### config.mk
export PLATFORM = sky130hd
export DESIGN_NAME = cmpev_top
export DESIGN_NICKNAME = d
export VERILOG_FILES = /design/src/cmpev_pkg.sv /design/src/cmpev_top.sv
export SDC_FILE = /design/constraint.sdc
export NUM_CORES = 1
export LEC_CHECK = 0
export BUFFER_PORTS_ARGS = -buffer_cell sky130_fd_sc_hd__buf_4
export CORE_UTILIZATION = 43
export CTS_BUF_LIST = sky130_fd_sc_hd__clkbuf_4
export CTS_CLUSTER_SIZE = 25
export DETAILED_ROUTE_END_ITERATION = 7
export PLACE_DENSITY = 0.78
export SETUP_SLACK_MARGIN = 0.02
export SYNTH_ARGS = -nofsm -noshare
export SYNTH_HDL_FRONTEND = slang
export SYNTH_SLANG_ARGS = --single-unit
### constraint.sdc
create_clock -name mclk -period 1.7 [get_ports mclk]
set_input_delay 0.34 -clock mclk [delete_from_list [all_inputs] [get_ports mclk]]
set_output_delay 0.34 -clock mclk [all_outputs]
set_load 0.01 [all_outputs]
### src/cmpev_pkg.sv
package cmpev_pkg;
  // register byte addresses
  localparam logic [7:0] CMPEV_CTRL_ADDR   = 8'h00;
  localparam logic [7:0] CMPEV_STAT_ADDR   = 8'h04;
  localparam logic [7:0] CMPEV_MASK_ADDR   = 8'h08;
  localparam logic [7:0] CMPEV_ROUTE_ADDR  = 8'h0C;
  // control register field positions
  localparam int CMPEV_ENABLE_BIT   = 7;
  localparam int CMPEV_REFSEL_BIT   = 6;
  localparam int CMPEV_FLAG_BIT     = 5;
  localparam int CMPEV_IRQEN_BIT    = 4;
  localparam int CMPEV_RESULT_BIT   = 3;
  localparam int CMPEV_PINEN_BIT    = 2;
  localparam int CMPEV_MODE_LSB     = 0;
  // route register field position
  localparam int CMPEV_ROUTE_BIT    = 0;
  // reset values
  localparam logic [7:0] CMPEV_CTRL_RST  = 8'h00;
  localparam logic       CMPEV_MASK_RST  = 1'b0;
  localparam logic       CMPEV_ROUTE_RST = 1'b0;
  // edge select encodings
  localparam logic [1:0] CMPEV_MODE_FALL0 = 2'h0;
  localparam logic [1:0] CMPEV_MODE_RISE  = 2'h1;
  localparam logic [1:0] CMPEV_MODE_FALL2 = 2'h2;
  localparam logic [1:0] CMPEV_MODE_BOTH  = 2'h3;
  // axi responses
  localparam logic [1:0] CMPEV_RESP_OKAY   = 2'h0;
  localparam logic [1:0] CMPEV_RESP_SLVERR = 2'h2;
  // write slave states
  typedef enum logic [1:0] {
    CMPEV_WR_IDLE = 2'b00,
    CMPEV_WR_RESP = 2'b01
  } cmpev_wr_state_t;
endpackage : cmpev_pkg

### src/cmpev_top.sv
// Register access over AXI4-Lite and the register offsets were left to the implementer.
`timescale 1ns/10ps
//////////////////////////////////////////////////////////////////////////////
// Function
// RL1 - keeps detecting events during wait
// RL2 - enabled interrupt ends wait
// RL3 - software disables block before wait
// RL4 - keeps comparing in light stop
// RL5 - pin output unchanged in light stop
// RL6 - light stop event flags, wakes
// RL7 - reset restores every bit
// RL8 - route bit feeds capture channel
// RL9 - routed channel ignores its pin
// RL10 - software enables reference buffer first
// RL11 - rising, falling or both edges
// RL12 - select external or reference input
// RL13 - pin enable gates result pin
// RL14 - mode field encodes edge choice
// RL15 - flag clears on write one
// RL16 - result bit live, zero when disabled
// RL17 - irq when flag and enable; the code also requires mask_en
// RL18 - result synchronised by two flops
// RL19 - edge from sample pair, one event
//////////////////////////////////////////////////////////////////////////////
module cmpev_top
  import cmpev_pkg::*;
(
  input  wire logic        mclk,
  input  wire logic        reset_n,
  // raw analog comparator output, asynchronous
  input  wire logic        comparator_raw,
  // timer channel zero pin as seen from the pad
  input  wire logic        timer_one_channel_zero_pin,
  // axi4-lite slave
  input  wire logic [7:0]  s_axi_awaddr,
  input  wire logic        s_axi_awvalid,
  output logic             s_axi_awready,
  input  wire logic [31:0] s_axi_wdata,
  input  wire logic [3:0]  s_axi_wstrb,
  input  wire logic        s_axi_wvalid,
  output logic             s_axi_wready,
  output logic [1:0]       s_axi_bresp,
  output logic             s_axi_bvalid,
  input  wire logic        s_axi_bready,
  input  wire logic [7:0]  s_axi_araddr,
  input  wire logic        s_axi_arvalid,
  output logic             s_axi_arready,
  output logic [31:0]      s_axi_rdata,
  output logic [1:0]       s_axi_rresp,
  output logic             s_axi_rvalid,
  input  wire logic        s_axi_rready,
  // analog core controls and outputs
  output logic             comparator_module_enable,
  output logic             reference_input_select,
  output logic             comparator_result_pin,
  output logic             timer_capture_in,
  output logic             compare_irq
);

  //////////////////////////////////////////////////////////////////////////////
  // reset and synchroniser state
  logic       rst_meta_n;     // first reset stage
  logic       rst_n;          // released reset copy
  logic       res_meta;       // first result stage, read only by res_sync
  logic       res_sync;       // synchronised comparator result
  logic       res_prev;       // previous synchronised sample
  logic       pin_meta;       // first timer pin stage
  logic       pin_sync;       // synchronised timer pin
  // register state
  logic       mod_en;         // module enable
  logic       ref_sel;        // reference input select
  logic       irq_en;         // compare interrupt enable
  logic       pin_en;         // result pin enable
  logic [1:0] edge_mode;      // event edge select
  logic       event_flag;     // sticky compare event flag
  logic       mask_en;        // extra interrupt mask
  logic       route_cap;      // comparator to capture route
  // bus handling
  cmpev_wr_state_t wr_state;  // write channel state
  logic       aw_held;        // address accepted, waiting for data
  logic       w_held;         // data accepted, waiting for address
  logic [7:0] aw_addr;        // latched write address
  logic [31:0] w_data;        // latched write data
  logic [3:0] w_strb;         // latched write strobes
  logic       do_write;       // both halves present this cycle
  logic       clear_flag;     // write one to flag this cycle
  logic       compare_event;  // qualified edge this cycle
  logic       res_live;       // result gated by enable
  logic [7:0] ctrl_view;      // control register read image

  //////////////////////////////////////////////////////////////////////////////
  // reset release through two flops
  always_ff @(posedge mclk or negedge reset_n)
  begin
    if (!reset_n)
    begin
      rst_meta_n <= 1'b0;
      rst_n      <= 1'b0;
    end
    else
    begin
      rst_meta_n <= 1'b1;
      rst_n      <= rst_meta_n;
    end
  end

  // RL18 two flop sync
  // first stage feeds only the second; the edge detector uses later stages
  always_ff @(posedge mclk or negedge rst_n)
  begin
    if (!rst_n)
    begin
      res_meta <= 1'b0;
      res_sync <= 1'b0;
      pin_meta <= 1'b0;
      pin_sync <= 1'b0;
    end
    else
    begin
      res_meta <= comparator_raw;
      res_sync <= res_meta;
      pin_meta <= timer_one_channel_zero_pin;
      pin_sync <= pin_meta;
    end
  end

  // RL16 result gated by enable
  assign res_live = mod_en & res_sync;

  // RL19 previous sample register
  // disabled block holds zero, so enabling never fakes a falling edge
  always_ff @(posedge mclk or negedge rst_n)
  begin
    if (!rst_n)
      res_prev <= 1'b0;
    else
      res_prev <= res_live;
  end

  //////////////////////////////////////////////////////////////////////////////
  // edge qualification
  // RL11 RL14 edge mode decode
  always_comb
  begin
    case (edge_mode)
      CMPEV_MODE_FALL0: compare_event = res_prev & ~res_live;
      CMPEV_MODE_RISE:  compare_event = ~res_prev & res_live;
      CMPEV_MODE_FALL2: compare_event = res_prev & ~res_live;
      CMPEV_MODE_BOTH:  compare_event = res_prev ^ res_live;
      default:          compare_event = 1'b0;
    endcase
  end
  // RL1 RL4 no mode gating
  // wait and light stop are invisible here: detection runs on mclk alone

  //////////////////////////////////////////////////////////////////////////////
  // axi write channel
  // commit strobe: both halves latched, byte lane zero enabled
  assign do_write   = (wr_state == CMPEV_WR_IDLE) & aw_held & w_held & w_strb[0];
  // flag clear from either register that shows the flag bit
  assign clear_flag = do_write & w_data[CMPEV_FLAG_BIT]
                    & ((aw_addr == CMPEV_CTRL_ADDR) | (aw_addr == CMPEV_STAT_ADDR));

  // write handshake and response
  always_ff @(posedge mclk or negedge rst_n)
  begin
    if (!rst_n)
    begin
      wr_state      <= CMPEV_WR_IDLE;
      aw_held       <= 1'b0;
      w_held        <= 1'b0;
      aw_addr       <= 8'h00;
      w_data        <= 32'h0000_0000;
      w_strb        <= 4'h0;
      s_axi_awready <= 1'b0;
      s_axi_wready  <= 1'b0;
      s_axi_bvalid  <= 1'b0;
      s_axi_bresp   <= CMPEV_RESP_OKAY;
    end
    else
    begin
      s_axi_awready <= 1'b0;
      s_axi_wready  <= 1'b0;
      case (wr_state)
        CMPEV_WR_IDLE:
        begin
          // take each half when it arrives, in either order
          if (s_axi_awvalid && !aw_held && !s_axi_awready)
          begin
            aw_held       <= 1'b1;
            aw_addr       <= s_axi_awaddr;
            s_axi_awready <= 1'b1;
          end
          if (s_axi_wvalid && !w_held && !s_axi_wready)
          begin
            w_held       <= 1'b1;
            w_data       <= s_axi_wdata;
            w_strb       <= s_axi_wstrb;
            s_axi_wready <= 1'b1;
          end
          if (aw_held && w_held)
          begin
            aw_held      <= 1'b0;
            w_held       <= 1'b0;
            s_axi_bvalid <= 1'b1;
            // unmapped addresses answer slave error
            s_axi_bresp  <= (aw_addr == CMPEV_CTRL_ADDR || aw_addr == CMPEV_STAT_ADDR ||
                             aw_addr == CMPEV_MASK_ADDR || aw_addr == CMPEV_ROUTE_ADDR)
                            ? CMPEV_RESP_OKAY : CMPEV_RESP_SLVERR;
            wr_state     <= CMPEV_WR_RESP;
          end
        end
        CMPEV_WR_RESP:
        begin
          if (s_axi_bready)
          begin
            s_axi_bvalid <= 1'b0;
            wr_state     <= CMPEV_WR_IDLE;
          end
        end
        default:
          wr_state <= CMPEV_WR_IDLE;
      endcase
    end
  end

  //////////////////////////////////////////////////////////////////////////////
  // register writes apply when both halves are latched and byte lane zero is strobed
  // RL7 RL12 RL13 control state
  // async reset alone returns every bit, covering exit from stop by reset
  always_ff @(posedge mclk or negedge rst_n)
  begin
    if (!rst_n)
    begin
      mod_en    <= CMPEV_CTRL_RST[CMPEV_ENABLE_BIT];
      ref_sel   <= CMPEV_CTRL_RST[CMPEV_REFSEL_BIT];
      irq_en    <= CMPEV_CTRL_RST[CMPEV_IRQEN_BIT];
      pin_en    <= CMPEV_CTRL_RST[CMPEV_PINEN_BIT];
      edge_mode <= CMPEV_CTRL_RST[CMPEV_MODE_LSB +: 2];
      mask_en   <= CMPEV_MASK_RST;
      route_cap <= CMPEV_ROUTE_RST;
    end
    else if (do_write)
    begin
      if (aw_addr == CMPEV_CTRL_ADDR)
      begin
        mod_en    <= w_data[CMPEV_ENABLE_BIT];
        ref_sel   <= w_data[CMPEV_REFSEL_BIT];
        irq_en    <= w_data[CMPEV_IRQEN_BIT];
        pin_en    <= w_data[CMPEV_PINEN_BIT];
        edge_mode <= w_data[CMPEV_MODE_LSB +: 2];
      end
      else if (aw_addr == CMPEV_MASK_ADDR)
        mask_en   <= w_data[CMPEV_FLAG_BIT];
      else if (aw_addr == CMPEV_ROUTE_ADDR)
        route_cap <= w_data[CMPEV_ROUTE_BIT];
    end
  end

  // RL15 RL6 sticky event flag
  // a clear applies only at the write commit; a coincident event wins
  always_ff @(posedge mclk or negedge rst_n)
  begin
    if (!rst_n)
      event_flag <= CMPEV_CTRL_RST[CMPEV_FLAG_BIT];
    else if (compare_event)
      event_flag <= 1'b1;
    else if (clear_flag)
      event_flag <= 1'b0;
  end

  //////////////////////////////////////////////////////////////////////////////
  // axi read channel, one cycle after address
  assign ctrl_view = {mod_en, ref_sel, event_flag, irq_en, res_live, pin_en, edge_mode};

  // read answer
  always_ff @(posedge mclk or negedge rst_n)
  begin
    if (!rst_n)
    begin
      s_axi_arready <= 1'b0;
      s_axi_rvalid  <= 1'b0;
      s_axi_rdata   <= 32'h0000_0000;
      s_axi_rresp   <= CMPEV_RESP_OKAY;
    end
    else if (s_axi_rvalid)
    begin
      s_axi_arready <= 1'b0;
      if (s_axi_rready)
        s_axi_rvalid <= 1'b0;
    end
    else if (s_axi_arvalid && !s_axi_arready)
    begin
      s_axi_arready <= 1'b1;
      s_axi_rvalid  <= 1'b1;
      s_axi_rresp   <= CMPEV_RESP_OKAY;
      case (s_axi_araddr)
        CMPEV_CTRL_ADDR:  s_axi_rdata <= {24'h000000, ctrl_view};
        CMPEV_STAT_ADDR:  s_axi_rdata <= {26'h0000000, event_flag, 5'h00};
        CMPEV_MASK_ADDR:  s_axi_rdata <= {26'h0000000, mask_en, 5'h00};
        CMPEV_ROUTE_ADDR: s_axi_rdata <= {31'h00000000, route_cap};
        default:
        begin
          s_axi_rdata <= 32'h0000_0000;
          s_axi_rresp <= CMPEV_RESP_SLVERR;
        end
      endcase
    end
    else
      s_axi_arready <= 1'b0;
  end

  //////////////////////////////////////////////////////////////////////////////
  // registered outputs
  always_ff @(posedge mclk or negedge rst_n)
  begin
    if (!rst_n)
    begin
      comparator_module_enable <= 1'b0;
      reference_input_select   <= 1'b0;
      comparator_result_pin    <= 1'b0;
      timer_capture_in         <= 1'b0;
      compare_irq              <= 1'b0;
    end
    else
    begin
      comparator_module_enable <= mod_en;
      // RL12 input select
      // reference buffer enable is software's duty before selecting
      reference_input_select   <= ref_sel;
      // RL13 RL5 pin gating
      comparator_result_pin    <= pin_en & res_live;
      // RL8 RL9 capture routing
      timer_capture_in         <= route_cap ? res_live : pin_sync;
      // RL17 RL2 RL6 interrupt level
      // status bit shared with flag; mask register gates it too
      compare_irq              <= event_flag & irq_en & mask_en;
    end
  end

endmodule : cmpev_top

==> results_dict.tcl <==
set metrics [dict create \
    status "finished, violations left" \
    violated_checks "setup timing" \
    dieWidth_um 74.1 \
    pwr_density_cell_nw_per_um2 1160 \
    grt_pass1_vias 1371 \
    ys_warn_count 0 \
    finalSetupViolCount 8 \
    cap_violations 0 \
    clk_pin_slew_ns 0.15 \
    drt_iter0_drc 78 \
    tritoncts "done" \
    dr.pass1.iters 4 \
    fp.dieArea_um2 5480 \
    footprint_of_the_flip_flops_and_latches_um2 1350 \
    fillers 425 \
    antenna_cells_inserted 0 \
    port_buffers 52 \
    post_layout_nonfiller_instances 309 \
    f_max_ghz 0.554 \
    criticalPathCategory "reg -> reg" \
    dieHeight_um 74.1 \
    drt-wirelength-per-cell_um 11.9 \
    synthTopCellsByArea "dfrtp_1 (61%), mux2_2 (13%), buf_4 (8.7%)" \
    clock-sinks 54 \
    num_io_pins 107 \
    synth_area_per_cell_um2 12.6 \
    most-common-layout-cells "buf_4 (58), dfrtp_1 (53), conb_1 (27)" \
    arrival_time_worst_endpoint_ns 2.06 \
    final_skew_ns 0.0155 \
    area_of_the_core_um2 4850 \
    tritoncts.num_buffers 5 \
    detail-route-antenna-nets 0 \
    timing.final.crit_period_ns 1.81 \
    worst-path-max-fanout 6 \
    drc_errors 0 \
    synth.cell_area_um2 2230 \
    dp_hpwl_um 2810 \
    clkLatencyLatePin_ns 0.37 \
    timing_max_transition_violations_final 0 \
    grt_antenna_before_repair 0 \
    grt_first_pass_wirelength_um 6110 \
    worst_setup_sp_type "flop" \
    num_rows 25 \
    final_common_cell "buf_4" \
    vias_per_cell 4.61 \
    clock_tree.root_cell "clkbuf_4" \
    groute.usage.overall_pct 15.0 \
    hold_path_startpoint "comparator_raw" \
    finalHoldViolCount 0 \
    gp_congestion 0.715 \
    largest_net_degree_at_the_start_of_global_routing 24 \
    nets 302 \
    data_required_time_of_the_critical_path_ns 1.96 \
    setup.worst_path.start "aw_addr[5]" \
    ys_seq_elements 54 \
    layout_cell_share_with_drive_strength_beyond_1_pct 42.6 \
    htree_num_levels 2 \
    globalRoute.totalOverflow 0 \
    detail_route.wirelength_um 3690 \
    final_worst_setup_slack_ns -0.106 \
    worstSetupEndpointType "flop" \
    area_growth_pct 24.9 \
    cts_setup_buffers 0 \
    yosysUniqueCellTypes 27 \
    vias 1423 \
    setup_repair_after_global_routing_missed_its_margin "yes" \
    netlist.top_cell.by_area "dfrtp_1" \
    period_share_pct 106 \
    synth_largest_type_area_fraction_pct 60.5 \
    multi_input_comb_area_um2 797 \
    cts.path.max_buffers 2 \
    floorplan.initialDensity_pct 46.0 \
    yosysSeqAreaShare_pct 60.5 \
    setup_tns_ns -0.693 \
    placed_instances 300 \
    finalPower_mw 3.25 \
    p_leak_nw 1.36 \
    synth_cells 177 \
    timing.hold.ws_ns 0.0690 \
    min_path_type "in -> reg" \
    crit-reg2reg-launch "aw_addr[5]" \
    vdd_ir_drop_max_uv 739 \
]
## synth_stat cells, drive strengths merged
| library cell | instances |
|---|---|
| or3b | 1 |
| o21a | 2 |
| or4 | 1 |
| nand2b | 4 |
| clkbuf | 3 |
| conb | 2 |
| nand4b | 1 |
| o31ai | 3 |
| inv | 4 |
| nand2 | 17 |
| a21oi | 1 |
| mux2 | 26 |
| nor4b | 2 |
| nand3b | 2 |
| a21o | 1 |
| nand4 | 1 |
| buf | 26 |
| nor2 | 5 |
| clkinv | 1 |
| nand3 | 2 |
| dfrtp | 54 |
| o21ai | 8 |
| or2 | 2 |
| o221ai | 1 |
| and3 | 3 |
| nor4 | 4 |
## routing by layer
layer | wire length (µm) | vias to the layer above | part of all wire [%] | track usage (%)
li1 | - | 682 | - | -
met1 | 1610 | 672 | 44 | 18.6
met2 | 1760 | 65 | 48 | 24.7
met3 | 278 | 4 | 7.5 | 5.01
met4 | 39 | 0 | 1.1 | 5.13
met5 | 0 | - | 0 | 0
## cell families after synthesis
logic type / after synthesis / share of synthesized area [%]
multiplexers: 26 / 13.1
buffers and inverters: 34 / 10.1
other: 2 / 0.336
flip-flops: 54 / 60.5
AO/OA/AOI/OAI: 16 / 4.43
AND/OR/NAND/NOR: 45 / 11.5
## layout make-up
type	count	area share (%)
sequential	54	48.5
multi-input combinational	114	28.6
timing repair buffer	61	17.1
tap	67	3.01
clock buffer	5	1.35
clock inverter	3	0.763
inverter	5	0.673
## path summary, 6_finish.rpt
path                                     end  slack (ns)  depth (start not counted)
worst max-delay path            edge_mode[0]       -0.11                          4
worst min-delay path                res_meta        0.07                          1
worst max register to register  edge_mode[0]       -0.11                          4
worst min register to register  s_axi_wready        0.23                          0
max in group asynchronous           res_prev        0.96                          1
min in group asynchronous       s_axi_wready        0.23                          0
## per-stage QoR
stage	instance area (µm²)	util [%]	worst slack, ns
CTS	2780	57.2	-0.132
global route	2790	57.5	-0.152
detailed placement	2680	55.3	-0.117
global placement	2680	55.3	-0.0995
floorplan	2330	-	-0.0784
finish	2790	57.5	-0.106
## worst max-delay path, cell delays in order (launching register included)
cell	delay, ns
dfrtp_1	0.40
or4_4	0.59
nor4_4	0.24
buf_6	0.18
mux2_4	0.30
## report_power, final
group	internal, mW	switching [mW]	leakage [nW]
Clock	0.163	0.387	0.0328
Sequential	1.59	0.208	0.680
Combinational	0.511	0.383	0.645
Total	2.27	0.978	1.36
## state kept, by name (all words and copies together), names as in the netlist, 2 cells and up
register / cells
w_data: 7
edge_mode: 2
aw_addr: 8
s_axi_rdata: 8
## what timing repair did
item                       CTS  global route
setup endpoints to repair    8             8
hold endpoints to repair     2             0
hold buffers                 1             0
resized for setup            7             2
Note: power is estimated with default switching activity, not from simulation.
